[config.mk]
export PLATFORM = sky130hd
export DESIGN_NAME = hbs_device_flat
export DESIGN_NICKNAME = d
export VERILOG_FILES = /design/src/hbs_pkg.sv /design/src/hbs_link_if.sv /design/src/hbs_device.sv /design/src/flat_wrapper.sv
export SDC_FILE = /design/constraint.sdc
export NUM_CORES = 1
export LEC_CHECK = 0
export BUFFER_PORTS_ARGS = -buffer_cell sky130_fd_sc_hd__buf_2
export CAP_MARGIN = 20
export CORE_MARGIN = 2
export CORE_UTILIZATION = 40
export CTS_BUF_LIST = sky130_fd_sc_hd__clkbuf_8
export CTS_CLUSTER_DIAMETER = 50
export CTS_CLUSTER_SIZE = 30
export DETAILED_ROUTE_END_ITERATION = 8
export GPL_TIMING_DRIVEN = 0
export SLEW_MARGIN = 20
export SYNTH_ARGS = -nofsm -noshare
export SYNTH_HDL_FRONTEND = slang
export SYNTH_SLANG_ARGS = --single-unit
export TNS_END_PERCENT = 50
[constraint.sdc]
create_clock -name core_clk -period 1.9 [get_ports core_clk]
set_input_delay 0.095 -clock core_clk [delete_from_list [all_inputs] [get_ports core_clk]]
set_output_delay 0.095 -clock core_clk [all_outputs]
set_load 0.05 [all_outputs]
[src/hbs_pkg.sv]
// Notes on behaviour
// - every exchange is one full-duplex sixteen-bit frame
// - host holds enable high while talking
// - enable rise runs power-on delay, then serial ready
// - enable low clears state, drivers off, sleep
// - chip-select fall shows thermal-shutdown prefix bit
// - host keeps clock and data low before select
// - idle clock and data low; select low starts frame
// - input bits enter on rising clock, msb first
// - device samples input on the following falling edge
// - status leaves on rising clock, overcurrent first
// - select rise ends frame; output released
// - commit last sixteen bits only without frame error
// - bit 14 picks upper or lower bridge group
// - bit 15 clears latched faults of group
// - bit 13 enables underload shutdown for group
// - bits 12..7 enable bridges, highest first
// - bits 6..1 pick high or low side
// - bit 0 enables global overvoltage lockout
// - command bits zero after power-on reset
// - status word reports group of previous frame
// - bridge code: off, overcurrent, underload, enabled
// - status bits zero after power-on reset
// - host spaces clear requests by 150 us
package hbs_pkg;
   localparam int FRAME_BITS = 16;
   localparam int GROUP_BRIDGES = 6;
   localparam int BRIDGES = 12;
   // command field positions
   localparam int CMD_CLEAR = 15;
   localparam int CMD_GROUP = 14;
   localparam int CMD_ULD_SHUT = 13;
   localparam int CMD_EN_LO = 7;
   localparam int CMD_SIDE_LO = 1;
   localparam int CMD_OVERVOLTAGE_LOCKOUT_ENABLE = 0;
   // status field positions, reset values and bridge codes
   localparam int ST_OC = 15;
   localparam int ST_SUPPLY = 14;
   localparam int ST_ULD = 13;
   localparam int ST_CODE_LO = 1;
   localparam int ST_TW = 0;
   localparam logic [15:0] CMD_RESET = 16'h0000;
   localparam logic [15:0] STATUS_RESET = 16'h0000;
   localparam logic [1:0] CODE_OFF = 2'h0;
   localparam logic [1:0] CODE_OC = 2'h1;
   localparam logic [1:0] CODE_ULD = 2'h2;
   localparam logic [1:0] CODE_ON = 2'h3;
   // timing
   localparam int CLK_MHZ = 40;
   localparam int POR_US = 100;
   localparam int SRR_GAP_US = 150;
   localparam int CSB_HIGH_US = 5;
   localparam int SELECT_SETUP_NS = 100;
   localparam int POR_CYC = POR_US * CLK_MHZ;
   localparam int SRR_GAP_CYC = SRR_GAP_US * CLK_MHZ;
   localparam int CSB_HIGH_CYC = CSB_HIGH_US * CLK_MHZ;
   localparam int SELECT_SETUP_CYC = (SELECT_SETUP_NS * CLK_MHZ + 999) / 1000;
   // 400 ns link period: leaves room for both synchronisers round trip
   localparam int SCLK_HALF_CYC = 8;
   // host register byte offsets and status register bit positions
   localparam logic [3:0] REG_COMMAND = 4'h0;
   localparam logic [3:0] REG_STATUS = 4'h4;
   localparam logic [3:0] REG_RESPONSE = 4'h8;
   localparam logic [3:0] REG_ENABLE = 4'hC;
   localparam int STS_BUSY = 0;
   localparam int STS_TSD = 1;
   localparam int STS_LINK_EN = 2;
endpackage

[src/hbs_link_if.sv]
`timescale 1ns/1ps
interface hbs_link_if;
   logic en;
   logic cs_n;
   logic sclk;
   logic sdi;
   logic sdo;
   logic sdo_oe_n;
   logic sdo_line;
   // released output reads low, like a pulled-down line
   assign sdo_line = sdo & ~sdo_oe_n;
   modport host (output en, output cs_n, output sclk, output sdi, input sdo_line);
   modport dev (input en, input cs_n, input sclk, input sdi, output sdo, output sdo_oe_n);
endinterface

[src/hbs_device.sv]
// The Avalon-MM interface to the registers and the register addresses were decided locally.
`timescale 1ns/1ps
module hbs_device import hbs_pkg::*; #(
   parameter int POR_CYCLES = POR_CYC
) (
   input wire logic core_clk,                // system clock
   input wire logic reset,                   // synchronous, active high
   hbs_link_if.dev link,                     // serial link
   input wire logic [BRIDGES-1:0] oc_fault,  // overcurrent seen per bridge
   input wire logic [BRIDGES-1:0] ul_fault,  // underload seen per bridge
   input wire logic uv_fault,                // supply undervoltage
   input wire logic ov_fault,                // supply overvoltage
   input wire logic thermal_warn,            // thermal warning level
   input wire logic thermal_sd,              // thermal shutdown level
   output logic [BRIDGES-1:0] bridge_drive,  // bridge actively driven
   output logic [BRIDGES-1:0] bridge_side,   // 1 high side on, 0 low side on
   output logic sleep,                       // low-power state
   output logic ready                        // power-on delay finished
);
   function automatic logic [1:0] bridge_code(input logic oc, input logic ul, input logic on);
      if (oc) begin
         return CODE_OC;
      end else if (ul) begin
         return CODE_ULD;
      end else if (on) begin
         return CODE_ON;
      end
      return CODE_OFF;
   endfunction

   logic [1:0] en_s;
   logic [1:0] cs_s;
   logic [1:0] sck_s;
   logic [1:0] sdi_s;
   logic cs_d;
   logic sck_d;
   logic clr;
   logic [15:0] por_cnt;
   logic sck_rise;
   logic sck_fall;
   logic cs_fall;
   logic cs_rise;
   logic in_frame;
   logic any_rise;
   logic [3:0] bit_cnt;
   logic [FRAME_BITS-1:0] shreg;
   logic commit;
   logic [FRAME_BITS-1:0] cmd_upper;
   logic [FRAME_BITS-1:0] cmd_lower;
   logic last_group;
   logic overvoltage_lockout_enable_en;
   logic clear_req;
   logic clear_group;
   logic [BRIDGES-1:0] clr_mask;
   logic [BRIDGES-1:0] oc_lat;
   logic [BRIDGES-1:0] uld_lat;
   logic tsd_lat;
   logic supply_fault;
   logic [BRIDGES-1:0] uld_shut;
   logic [BRIDGES-1:0] next_drive;
   logic [FRAME_BITS-1:0] status_word;

   // only the second stage of each synchroniser is read
   always_ff @(posedge core_clk) begin
      if (reset) begin
         en_s <= 2'h0;
         cs_s <= 2'h3;
         sck_s <= 2'h0;
         sdi_s <= 2'h0;
         cs_d <= 1'b1;
         sck_d <= 1'b0;
      end else begin
         en_s <= {en_s[0], link.en};
         cs_s <= {cs_s[0], link.cs_n};
         sck_s <= {sck_s[0], link.sclk};
         sdi_s <= {sdi_s[0], link.sdi};
         cs_d <= cs_s[1];
         sck_d <= sck_s[1];
      end
   end

   assign clr = reset | ~en_s[1];
   assign sck_rise = sck_s[1] & ~sck_d;
   assign sck_fall = ~sck_s[1] & sck_d;
   assign cs_fall = cs_d & ~cs_s[1];
   assign cs_rise = ~cs_d & cs_s[1];

   // power-on delay after enable rises; serial traffic ignored until done
   always_ff @(posedge core_clk) begin
      if (clr) begin
         por_cnt <= 16'h0000;
         ready <= 1'b0;
      end else if (!ready) begin
         por_cnt <= por_cnt + 16'h0001;
         ready <= (por_cnt == 16'(POR_CYCLES - 1));
      end
   end

   always_ff @(posedge core_clk) begin
      sleep <= clr;
   end

   always_ff @(posedge core_clk) begin
      if (clr || !ready) begin
         shreg <= STATUS_RESET;
         bit_cnt <= 4'h0;
         any_rise <= 1'b0;
         in_frame <= 1'b0;
         link.sdo <= 1'b0;
         link.sdo_oe_n <= 1'b1;
      end else if (cs_fall) begin
         shreg <= status_word;
         link.sdo <= tsd_lat;
         link.sdo_oe_n <= 1'b0;
         in_frame <= 1'b1;
         bit_cnt <= 4'h0;
         any_rise <= 1'b0;
      end else if (cs_rise) begin
         link.sdo <= 1'b0;
         link.sdo_oe_n <= 1'b1;
         in_frame <= 1'b0;
      end else if (in_frame) begin
         if (sck_rise) begin
            link.sdo <= shreg[FRAME_BITS-1];
            bit_cnt <= bit_cnt + 4'h1;
            any_rise <= 1'b1;
         end
         if (sck_fall) begin
            // received bits push the status out, so the register ends
            // holding the last sixteen bits of the frame
            shreg <= {shreg[FRAME_BITS-2:0], sdi_s[1]};
         end
      end
   end

   assign commit = in_frame & cs_rise & any_rise & (bit_cnt == 4'h0);

   always_ff @(posedge core_clk) begin
      if (clr) begin
         cmd_upper <= CMD_RESET;
         cmd_lower <= CMD_RESET;
         last_group <= 1'b0;
         overvoltage_lockout_enable_en <= 1'b0;
         clear_req <= 1'b0;
         clear_group <= 1'b0;
      end else begin
         clear_req <= commit & shreg[CMD_CLEAR];
         if (commit) begin
            if (shreg[CMD_GROUP]) begin
               cmd_upper <= shreg;
            end else begin
               cmd_lower <= shreg;
            end
            last_group <= shreg[CMD_GROUP];
            clear_group <= shreg[CMD_GROUP];
            overvoltage_lockout_enable_en <= shreg[CMD_OVERVOLTAGE_LOCKOUT_ENABLE];
         end
      end
   end

   always_comb begin
      clr_mask = '0;
      if (clear_req) begin
         if (clear_group) begin
            clr_mask[BRIDGES-1:GROUP_BRIDGES] = '1;
         end else begin
            clr_mask[GROUP_BRIDGES-1:0] = '1;
         end
      end
   end

   // an overcurrent or thermal shutdown still present wins over the clear, so the bridge stays off
   always_ff @(posedge core_clk) begin
      if (clr) begin
         oc_lat <= '0;
         uld_lat <= '0;
         tsd_lat <= 1'b0;
      end else begin
         oc_lat <= (oc_lat & ~clr_mask) | oc_fault;
         uld_lat <= (uld_lat & ~clr_mask) | (ul_fault & bridge_drive);
         tsd_lat <= (tsd_lat & ~clear_req) | thermal_sd;
      end
   end

   assign supply_fault = uv_fault | (ov_fault & overvoltage_lockout_enable_en);
   assign uld_shut = {{GROUP_BRIDGES{cmd_upper[CMD_ULD_SHUT]}},
                      {GROUP_BRIDGES{cmd_lower[CMD_ULD_SHUT]}}};

   always_comb begin
      next_drive = {cmd_upper[CMD_EN_LO +: GROUP_BRIDGES],
                    cmd_lower[CMD_EN_LO +: GROUP_BRIDGES]};
      next_drive = next_drive & ~oc_lat & ~(uld_lat & uld_shut);
      if (supply_fault || tsd_lat) begin
         next_drive = '0;
      end
   end

   always_ff @(posedge core_clk) begin
      if (clr) begin
         bridge_drive <= '0;
         bridge_side <= '0;
      end else begin
         bridge_drive <= next_drive;
         bridge_side <= {cmd_upper[CMD_SIDE_LO +: GROUP_BRIDGES],
                         cmd_lower[CMD_SIDE_LO +: GROUP_BRIDGES]};
      end
   end

   always_comb begin
      logic [GROUP_BRIDGES-1:0] g_oc;
      logic [GROUP_BRIDGES-1:0] g_ul;
      logic [GROUP_BRIDGES-1:0] g_on;
      g_oc = last_group ? oc_lat[BRIDGES-1:GROUP_BRIDGES] : oc_lat[GROUP_BRIDGES-1:0];
      g_ul = last_group ? uld_lat[BRIDGES-1:GROUP_BRIDGES] : uld_lat[GROUP_BRIDGES-1:0];
      g_on = last_group ? bridge_drive[BRIDGES-1:GROUP_BRIDGES]
                        : bridge_drive[GROUP_BRIDGES-1:0];
      status_word = STATUS_RESET;
      status_word[ST_OC] = |g_oc;
      status_word[ST_SUPPLY] = supply_fault;
      status_word[ST_ULD] = |g_ul;
      status_word[ST_TW] = thermal_warn;
      for (int k = 0; k < GROUP_BRIDGES; k++) begin
         status_word[ST_CODE_LO + 2 * k +: 2] = bridge_code(g_oc[k], g_ul[k], g_on[k]);
      end
   end
endmodule

[src/flat_wrapper.sv]
// flat-port wrapper written by rule: the top's interface ports become plain ports
module hbs_device_flat import hbs_pkg::*;
#(
   parameter int POR_CYCLES = POR_CYC
)
  (core_clk, reset, oc_fault, ul_fault, uv_fault, ov_fault, thermal_warn, thermal_sd, bridge_drive, bridge_side, sleep, ready, link_en, link_cs_n, link_sclk, link_sdi, link_sdo, link_sdo_oe_n);
  hbs_link_if link_i ();
  input wire logic core_clk;
  input wire logic reset;
  input wire logic [BRIDGES-1:0] oc_fault;
  input wire logic [BRIDGES-1:0] ul_fault;
  input wire logic uv_fault;
  input wire logic ov_fault;
  input wire logic thermal_warn;
  input wire logic thermal_sd;
  output logic [BRIDGES-1:0] bridge_drive;
  output logic [BRIDGES-1:0] bridge_side;
  output logic sleep;
  output logic ready;
  input wire logic [$bits(link_i.en)-1:0] link_en;
  input wire logic [$bits(link_i.cs_n)-1:0] link_cs_n;
  input wire logic [$bits(link_i.sclk)-1:0] link_sclk;
  input wire logic [$bits(link_i.sdi)-1:0] link_sdi;
  output wire logic [$bits(link_i.sdo)-1:0] link_sdo;
  output wire logic [$bits(link_i.sdo_oe_n)-1:0] link_sdo_oe_n;
  assign link_i.en = link_en;
  assign link_i.cs_n = link_cs_n;
  assign link_i.sclk = link_sclk;
  assign link_i.sdi = link_sdi;
  assign link_sdo = link_i.sdo;
  assign link_sdo_oe_n = link_i.sdo_oe_n;
  hbs_device #(.POR_CYCLES(POR_CYCLES)) u_core (.core_clk(core_clk), .reset(reset), .link(link_i), .oc_fault(oc_fault), .ul_fault(ul_fault), .uv_fault(uv_fault), .ov_fault(ov_fault), .thermal_warn(thermal_warn), .thermal_sd(thermal_sd), .bridge_drive(bridge_drive), .bridge_side(bridge_side), .sleep(sleep), .ready(ready));
endmodule
# After elaboration in Yosys (flattened, before gate mapping)
# Index checks and enable logic that the tools add are counted.
# classes
mux	61
n_reduce_logical	18
n_bitwise	32
add_sub_neg	2
n_eq_ne	2
# op_table
operator	n
bitwise AND 12 bit	6
2-to-1 mux 16 bit	4
2-to-1 mux 2 bit	24
inverter 12 bit	3
2-to-1 mux 6 bit	5
2-to-1 mux 1 bit	27
bitwise OR 12 bit	2
adder 16 x 1 -> 16 bit, second input constant	1
equality test 16 x 12 -> 1 bit, second input constant	1
2-to-1 mux 12 bit	1
OR reduction 6 bit	2
bitwise AND 1 bit	10
inverter 1 bit	8
AND reduction 2 bit	3
AND reduction 3 bit	2
nonzero test 2 bit	3
nonzero test 3 bit	2
adder 4 x 1 -> 4 bit, second input constant	1
logical NOT 4 bit	1
OR reduction 2 bit	2
bitwise OR 1 bit	3
logical OR 1 bit	2
!= test 2 x 1 -> 1 bit, second input constant	1
logical NOT 1 bit	1
# totals
regBits	132
elab_cells	140
output_inout_bits	28
input_bits	34

# Depth between registers and ports, before layout
# Gate-level depths: netlist (run 1).
# depth
word_depth	6
depth_mapped	8

# Least setup slack after synthesis (run 1)
# OpenSTA, ideal clock, no wires.
# synth_path
kind	reg2reg
startpoint	reg u_core.cs_d
endpoint	reg u_core.cmd_upper[11]
required_ps	1772
path_stages_with_launch	9
arrival_time_ps	1652
period_less_slack_ps	1779
setup_slack_ps	121
cell_sequence	dfxtp_1 > inv_1 > ha_1 > nand4b_2 > or4b_1 > buf_2 > buf_6 > mux2i_1 > nor2_1
# synth_via
elab_chain_len	6
# synth_rtl
element	line	rtl
from (decl)	hbs_device.sv:35	logic cs_d;
from (signal assigned)	hbs_device.sv:77	cs_d <= cs_s[1];
inverter 1 bit	hbs_device.sv:86	assign cs_rise = ~cs_d & cs_s[1];
bitwise AND 1 bit	hbs_device.sv:86	
bitwise AND 1 bit (3 in series)	hbs_device.sv:136	assign commit = in_frame & cs_rise & any_rise & (bit_cnt == 4'h0);
AND reduction 2 bit (no source line)	--	
to (signal assigned)	hbs_device.sv:150	cmd_upper <= shreg;
to (decl)	hbs_device.sv:48	logic [FRAME_BITS-1:0] cmd_upper;
# Every way passes these cells.
# A chain may end at the register's enable or synchronous reset.

# Worst setup path in the final report (run 1)
# layout_path
startpoint	reg u_core.cs_d
endpoint	reg u_core.cmd_upper[3]
# Same word-level chain as after synthesis.

==> results of run 1 <==
flip-flops by register name (all words and copies together), names as in the netlist, 4 cells and up:
name and flops:
u_core.bit_cnt 4, u_core.bridge_drive 12, u_core.bridge_side 12, u_core.cmd_lower 13, u_core.cmd_upper 13, u_core.oc_lat 12
u_core.por_cnt 16, u_core.shreg 16, u_core.uld_lat 12
layer usage:
layer | part of all wire | global-route usage | vias to the layer above
met5 | 0 | 0 | -
met4 | 0.025 | 0.0871 | 0
met3 | 0.052 | 0.0747 | 26
met2 | 0.49 | 0.356 | 119
met1 | 0.43 | 0.256 | 2128
li1 | - | - | 2172
cell families after synthesis:
logic type | after synthesis | share of synthesized area
flip-flops | 130 | 0.510
multiplexers | 32 | 0.0627
XOR/XNOR | 16 | 0.0274
AND/OR/NAND/NOR | 220 | 0.210
adder cells (fa/ha/maj) | 7 | 0.0171
buffers and inverters | 57 | 0.0461
AO/OA/AOI/OAI | 94 | 0.127
report_power, final:
group / total, mW / switching [mW] / internal [mW]
combinational: 0.182 / 0.0836 / 0.0982
clock: 2.62 / 1.06 / 1.55
sequential: 2.75 / 0.0105 / 2.74
Yosys cell counts (all sizes together), types with 3 or more instances:
library cell  count  area share
a211oi            3      0.0044
nor2             88       0.065
xnor2             8       0.014
inv              27       0.020
nand3            12       0.012
nand2            34       0.025
dfxtp           130        0.51
buf               7      0.0093
nand2b            4      0.0049
nand4b            3      0.0064
a21oi            41       0.040
nor3             24       0.024
ha                7       0.017
xor2              8       0.014
nand4             7      0.0086
a22oi            12       0.018
a32o              6       0.012
clkbuf           23       0.017
a221oi            5      0.0086
a2111oi          12       0.021
or2               3      0.0037
nor2b            11       0.013
and2             17       0.021
o221ai            6       0.010
nor4              8      0.0098
mux2i            32       0.063
cell type report:
class	instances	area (um2)	area share
clock inverters	11	158	0.0241
inverters	27	101	0.0155
flip-flops and latches	130	2610	0.399
multi-input cells	369	2340	0.358
clock buffers	21	289	0.0443
well taps	172	215	0.0330
plain buffers	29	150	0.0230
repair buffers	97	668	0.102
final timing paths:
check                                                          to  slack [ns]  cells past startpoint
worst min-delay path            u_core.bridge_drive[1]$_SDFF_PP0_        0.02                      4
worst max register to register   u_core.cmd_upper[3]$_SDFFE_PP0P_        0.06                      8
worst max-delay path             u_core.cmd_upper[3]$_SDFFE_PP0P_        0.06                      8
worst min register to register          u_core.cs_s[1]$_SDFF_PP1_        0.42                      1
stage by stage:
step | power [mW] | instance area (um2)
finish | 5.55 | 6530
global route | 5.76 | 6530
CTS | 5.58 | 6400
detailed placement | 2.94 | 5630
global placement | 2.94 | 5630
floorplan | 2.88 | 5110
what timing repair did:
item,CTS,global route
hold buffers,30,0
pin swaps,0,4
resized for setup,8,30
endpoints found under the hold margin,30,0
gates cloned,0,1
buffers inserted,0,5
endpoints found under the setup margin,36,57
worst max-delay path, delay by kind of cell (launching register included):
kind,cells,cell delay [ns]
adders and majority gates,1,0.15
buffers and inverters,3,0.35
DFF,1,0.34
muxes,1,0.15
and+or+nand+nor,3,0.72
==> reports/qor.txt, run 1 <==
Num CTS Buffers - 17
Power per standard cell area - 850 nW/um2
First-pass GRT wire length - 21.9 mm
Slowest CP cell - or4b_1
Share of layout cells above drive strength 1 - 0.194
Detailed placement HPWL - 9.44 mm
Clock Tree Root - clkbuf_8
Nets - 712
Worst EP arrival - 2.18 ns
Fin util - 0.522
Hold_sp - uv_fault
Ys flop type - dfxtp_1
Placed instance count - 789
Number of synthesized flops with an enable pin - 0
Worst Setup SP - u_core.cs_d$_SDFF_PP1_
Synth Cell Area - 5110 um2
Port buffer count - 61
Hold_ws - 0.0178 ns
Fin Setup TNS - 0 ns
Mapped Cells - 556
VDD IR max - 541 uV
Ports - 62
Drt pass-1 iters - 5
Period utilization - 0.970
Worst Setup Path Type - reg -> reg
Setup WS post-layout - 0.0577 ns
Syn Area/Cell - 9.19 um2
Core ar. - 12500 um2
Max-capacitance violation count - 0
Leak - 2.38 nW
CTS tree - done
Largest net degree at the start of global routing - 17
Initial antenna violation count - 0
Worst R2R Start - u_core.cs_d$_SDFF_PP1_
Dpl ws - -0.159 ns
GP Congestion - 0.872
Slew Limit Fails - 0
Hold Path Class - in -> reg
# rows - 41
Die span in x - 117 um
Clock Latency Late Sink - 0.46 ns
Final hold violation count - 0
Final min period - 1.84 ns
Antenna Cells - 0
Worst setup EP type - register
Unrepaired setup endpoints after global routing - true
Total number of vias - 4445
Commonest non-fill, non-tap cell in the layout - dfxtp_1
Die ar. - 13700 um2
Clock slew at reported path FFs - 0.07 ns
Worst EP required - 2.23 ns
Worst-margin pin slew - 0.610 ns
Startpoint types - register
# setup viols final - 0
Clock Tree Buf Depth - 2
Htree depth - 4
Yosys warns - 0
Clock Skew - 0.0100 ns
Antenna viol nets, final - 0
Synth unique cells - 45
Fmax - 543 MHz
Fin cells - 856
Sequential cell area fraction in the yosys report - 0.510
Avg WL per Cell - 16.1 um
Slew margin rel. - 0.593
DRC - 0
Synth async-reset ratio - 0
Total GRT Usage - 0.215
GRT overflow - 0
Most frequent cells in the layout - dfxtp_1 (126), nor2_1 (88), buf_2 (64)
Avg Vias per Cell - 5.19
Synth Net Count - 597
Crit path largest cell delay - 0.54 ns
Routed WL - 13.8 mm
Clock sink count - 130
DRT iter0 DRCs - 279
Status - finished clean
Worst path cell trace - inv_2 -> ha_4 -> nand4b_4 -> or4b_1 -> buf_6 -> buf_4 -> mux2i_1 -> nor2_1
Seq cells post-synth - 130
Area Growth Syn to Fin - 27.9%
Initial Util - 0.408
Die Height - 117 um
FILL cells - 1216
Crit-path max FO - 6
Vias in the first global route - 4437
(Power assumes the default switching activity.)
==> run 2, diff against run 1 <==
Settings changed: PLACE_DENSITY_LB_ADDON set to 0.1.
==> reports/qor.txt, run 2 (synthesis results as in run 1) <==
First-pass GRT wire length - 21.5 mm
Largest regs - u_core.por_cnt x16, u_core.shreg x16
Max-capacitance violation count - 0
Post-Layout Inst Area - 6470 um2
Clock Tree Buf Depth - 2
GP Congestion - 0.842
Initial antenna violation count - 0
Fmax - 545 MHz
VDD IR max - 503 uV
GRT overflow - 0
Unrepaired setup endpoints after global routing - true
Htree depth - 4
Dpl ws - -0.169 ns
Routed WL - 13.6 mm
Nets - 714
Drt pass-1 iters - 4
Detailed placement HPWL - 9.53 mm
Antenna viol nets, final - 0
Total GRT Usage - 0.210
DRT iter0 DRCs - 336
Num CTS Buffers - 17
Flop-to-flop setup slack - 0.07 ns
Area Growth Syn to Fin - 26.7%
Port buffer count - 61
# rows - 41
FILL cells - 1219
Worst Setup Path Type - reg -> reg
Worst setup EP type - register
Clock slew at reported path FFs - 0.07 ns
Setup WS post-layout - 0.0652 ns
Leak - 2.36 nW
Final hold violation count - 0
Placed inst area - 5630 um2
Die span in x - 117 um
Worst EP arrival - 2.15 ns
Crit-path max FO - 6
Status - finished clean
Power per standard cell area - 791 nW/um2
Vias in the first global route - 4113
Total number of vias - 4373
Hold Path Class - in -> reg
CTS tree - done
Final min period - 1.83 ns
Hold_ws - 0.0154 ns
Clock Latency Late Sink - 0.44 ns
Slew margin rel. - 0.600
# setup viols final - 0
DRC - 0
Startpoint types - register
Commonest non-fill, non-tap cell in the layout - dfxtp_1
Fin Setup TNS - 0 ns
Clock Skew - 0.00594 ns
Clock Tree Root - clkbuf_8
Antenna Cells - 0
Largest net degree at the start of global routing - 17
Avg Vias per Cell - 5.10
Most frequent cells in the layout - dfxtp_1 (126), nor2_1 (88), buf_2 (63)
Slew Limit Fails - 0
Die Height - 117 um
Core ar. - 12500 um2
Share of layout cells above drive strength 1 - 0.196
Die ar. - 13700 um2
Clock sink count - 130
Worst-margin pin slew - 0.600 ns
Avg WL per Cell - 15.8 um
Worst EP required - 2.21 ns
Period utilization - 0.966
Initial Util - 0.408
Ports - 62
-- run 2: cell types whose count changed in the layout (fill, tap and decap cells not counted), sizes merged --
cell and delta:
bufinv -3, inv +3, buf +1, dlygate4sd3 -1, clkinv -2, clkbuf +3
-- run 2: cell type report --
type | instances | area (um2) | area share
Multi-Input combinational cell | 369 | 2340 | 0.362
Sequential cell | 130 | 2610 | 0.403
Inverter | 27 | 101 | 0.0157
Clock inverter | 9 | 65.1 | 0.0101
Timing Repair Buffer | 99 | 681 | 0.105
Tap cell | 172 | 215 | 0.0333
Buffer | 29 | 154 | 0.0238
Clock buffer | 22 | 303 | 0.0468
-- run 2: power by group --
part | switching (mW) | internal [mW]
sequential | 0.0108 | 2.74
clock | 1.02 | 1.17
combinational | 0.0830 | 0.0968
-- run 2: metrics by stage --
step,power (mW),utilization,cells
floorplan,2.88,-,556
global placement,2.94,0.450,789
detailed placement,2.94,0.450,789
CTS,5.17,0.506,849
global route,5.32,0.517,857
finish,5.12,0.517,857
-- run 2: worst paths after layout --
kind	from	cells after the start	to
worst max register to register	u_core.bit_cnt[0]$_SDFFE_PP0P_	8	u_core.cmd_upper[11]$_SDFFE_PP0P_
worst min register to register	u_core.cs_s[0]$_SDFF_PP1_	1	u_core.cs_s[1]$_SDFF_PP1_
worst min-delay path	thermal_warn	3	u_core.shreg[0]$_SDFFE_PP0P_
worst max-delay path	u_core.bit_cnt[0]$_SDFFE_PP0P_	8	u_core.cmd_upper[11]$_SDFFE_PP0P_
-- run 2: metal layers --
layer	up-vias	global-route usage	part of all wire
met4	0	0.0792	0.022
li1	2175	-	-
met2	77	0.351	0.48
met3	22	0.0417	0.035
met5	-	0	0
met1	2099	0.269	0.46
-- run 2: timing repair --
action | 4_1_cts | 5_1_grt
setup endpoints to repair | 45 | 44
pin swaps | 0 | 4
hold buffers | 29 | 0
gates cloned | 0 | 1
setup buffers | 1 | 7
endpoints found under the hold margin | 29 | 0
gates resized for setup | 11 | 28
-- run 2: worst max-delay path, stage by stage (launching register included) --
cell,delay [ns]
dfxtp_4,0.36
inv_2,0.06
ha_4,0.13
nand4b_4,0.13
or4b_4,0.54
buf_6,0.15
buf_8,0.13
mux2i_1,0.15
nor2_1,0.05
==> run 3, diff against run 2 <==
--- a/config.mk
+++ b/config.mk
@@ -17,2 +17,3 @@
 export PLACE_DENSITY_LB_ADDON = 0.1
+export REMOVE_ABC_BUFFERS = 1
 export SLEW_MARGIN = 20
--- a/constraint.sdc
+++ b/constraint.sdc
@@ -3,2 +3,2 @@
 set_output_delay 0.095 -clock core_clk [all_outputs]
-set_load 0.05 [all_outputs]
+set_load 0.01 [all_outputs]
==> reports/qor.txt, run 3 (synthesis results as in run 1) <==
WHS Path Cells - 3
Flop-to-flop setup slack - 0.10 ns
Final hold violation count - 0
Port buffer count - 61
Vias in the first global route - 3942
Fin util - 0.513
Routed WL - 12.9 mm
# rows - 41
Slew margin rel. - 0.530
Commonest non-fill, non-tap cell in the layout - dfxtp_1
Num CTS Buffers - 17
Hold Path Class - in -> reg
Crit-path max FO - 7
Nets - 689
CTS tree - done
Hold Crit Endpoint - u_core.shreg[0]$_SDFFE_PP0P_
Worst Path Buf+Inv - 1
Status - finished clean
Largest net degree at the start of global routing - 72
Avg Vias per Cell - 5.14
Antenna viol nets, final - 0
Post-Layout Inst Area - 6420 um2
Area Growth Syn to Fin - 25.8%
Worst-margin pin slew - 0.704 ns
Worst Setup Path Type - reg -> reg
Clock Tree Root - clkbuf_8
Total number of vias - 4282
Initial Util - 0.408
DRT iter0 DRCs - 273
Clock Tree Buf Depth - 2
Fmax - 557 MHz
Antenna Cells - 0
Worst EP required - 2.21 ns
Initial antenna violation count - 0
VDD IR max - 522 uV
Largest regs - u_core.por_cnt x16, u_core.shreg x16
Clock slew at reported path FFs - 0.07 ns
FF-to-FF path depth - 6
Worst EP arrival - 2.10 ns
Drt pass-1 iters - 4
Reg area - 2610 um2
Final min period - 1.80 ns
Startpoint types - register
Die span in x - 117 um
Power per standard cell area - 814 nW/um2
Core ar. - 12500 um2
Worst R2R Start - u_core.cs_d$_SDFF_PP1_
Ports - 62
Clock Latency Late Sink - 0.43 ns
Top delay family on crit path - simple AND/OR/NAND/NOR gates
Period utilization - 0.945
Multi-input gate area - 2380 um2
Slowest CP cell - or4b_4
RR Endpoint - u_core.cmd_upper[9]$_SDFFE_PP0P_
# setup viols final - 0
Placed inst area - 5530 um2
FILL cells - 1196
Die Height - 117 um
Detailed placement HPWL - 7.96 mm
Clock Skew - 0.00691 ns
DRC - 0
Avg WL per Cell - 15.5 um
Most frequent cells in the layout - dfxtp_1 (124), nor2_1 (88), buf_2 (61)
Clock sink count - 130
GP Congestion - 0.790
Total GRT Usage - 0.200
Max-capacitance violation count - 0
Die ar. - 13700 um2
Hold_sp - thermal_warn
First-pass GRT wire length - 20.6 mm
Worst setup EP type - register
Share of layout cells above drive strength 1 - 0.189
GRT overflow - 0
Htree depth - 4
Leak - 2.31 nW
Worst path cell trace - inv_2 -> ha_4 -> nand4b_4 -> or4b_4 -> mux2i_1 -> nor2_1
Slew Limit Fails - 0
Unrepaired setup endpoints after global routing - false
Crit path largest cell delay - 0.67 ns
==> run 3: cell types whose count changed in the layout (fill, tap and decap cells not counted), moves of 3 or more <==
cell | before | now
buf_4 | 8 | 4
clkbuf_8 | 22 | 25
clkbuf_1 | 15 | 0
nand2_1 | 34 | 31
nand2_2 | 0 | 3
clkbuf_2 | 7 | 0
dlygate4sd3_1 | 29 | 34
==> run 3: worst min-delay path, stage by stage <==
cell and delay, ns:
buf_2 0.10, mux2i_1 0.15, a211oi_1 0.09
==> run 3: where the power goes <==
part           total (mW)  switching (mW)  internal (mW)
Sequential           2.75          0.0108           2.74
Clock                2.30            1.00           1.29
Combinational       0.183          0.0797          0.104
Total                5.23            1.09           4.14
==> run 3: final cells by class <==
type | instances | area share
Clock buffer | 25 | 0.0536
Clock inverter | 7 | 0.00857
Inverter | 27 | 0.0166
Multi-Input combinational cell | 370 | 0.370
Sequential cell | 130 | 0.407
Tap cell | 172 | 0.0335
Timing Repair Buffer | 102 | 0.111
==> run 3: through the flow <==
step	power, mW	cells	setup TNS (ns)	hold WS (ns)	worst slack (ns)
floorplan	2.87	526	-9.13	0.167	-0.425
global placement	2.93	759	-77.23	0.278	-1.38
detailed placement	2.93	761	-25.37	0.281	-0.858
CTS	5.29	829	-0.0225	0.0301	-0.0160
global route	5.44	833	0	0.0382	0.00427
finish	5.23	833	0	0.0427	0.104
==> run 3: worst max-delay path by stage <==
stage,start,end,slack [ns],cells past startpoint
3_5_place_dp,u_core.cs_s[1]$_SDFF_PP1_,u_core.shreg[1]$_SDFFE_PP0P_,-0.86,6
5_1_grt,u_core.cs_s[1]$_SDFF_PP1_,u_core.shreg[2]$_SDFFE_PP0P_,0.004,5
2_1_floorplan,u_core.cs_d$_SDFF_PP1_,u_core.cmd_lower[10]$_SDFFE_PP0P_,-0.42,6
4_1_cts,u_core.cs_s[1]$_SDFF_PP1_,u_core.shreg[1]$_SDFFE_PP0P_,-0.02,6
3_3_place_gp,u_core.en_s[1]$_SDFF_PP0_,u_core.bridge_drive[8]$_SDFF_PP0_,-1.38,5
6_report,u_core.cs_d$_SDFF_PP1_,u_core.cmd_upper[9]$_SDFFE_PP0P_,0.10,6
==> run 3: repair_timing <==
| action | 4_1_cts | 5_1_grt |
|---|---|---|
| setup endpoints to repair | 73 | 60 |
| hold buffers | 34 | 0 |
| pin swaps | 2 | 2 |
| gates resized for setup | 21 | 8 |
| buffers inserted | 1 | 4 |
| cloned | 1 | 0 |
| hold endpoints to repair | 33 | 0 |
==> run 3: metal layers <==
layer  part of all wire  track usage  up-vias  wire [um]
met4              0.013       0.0800        0        173
met3              0.061       0.0566       10        783
met2               0.46        0.311      107       5990
li1                   -            -     2133          -
met5                  0            0        -          0
met1               0.46        0.263     2032       5990
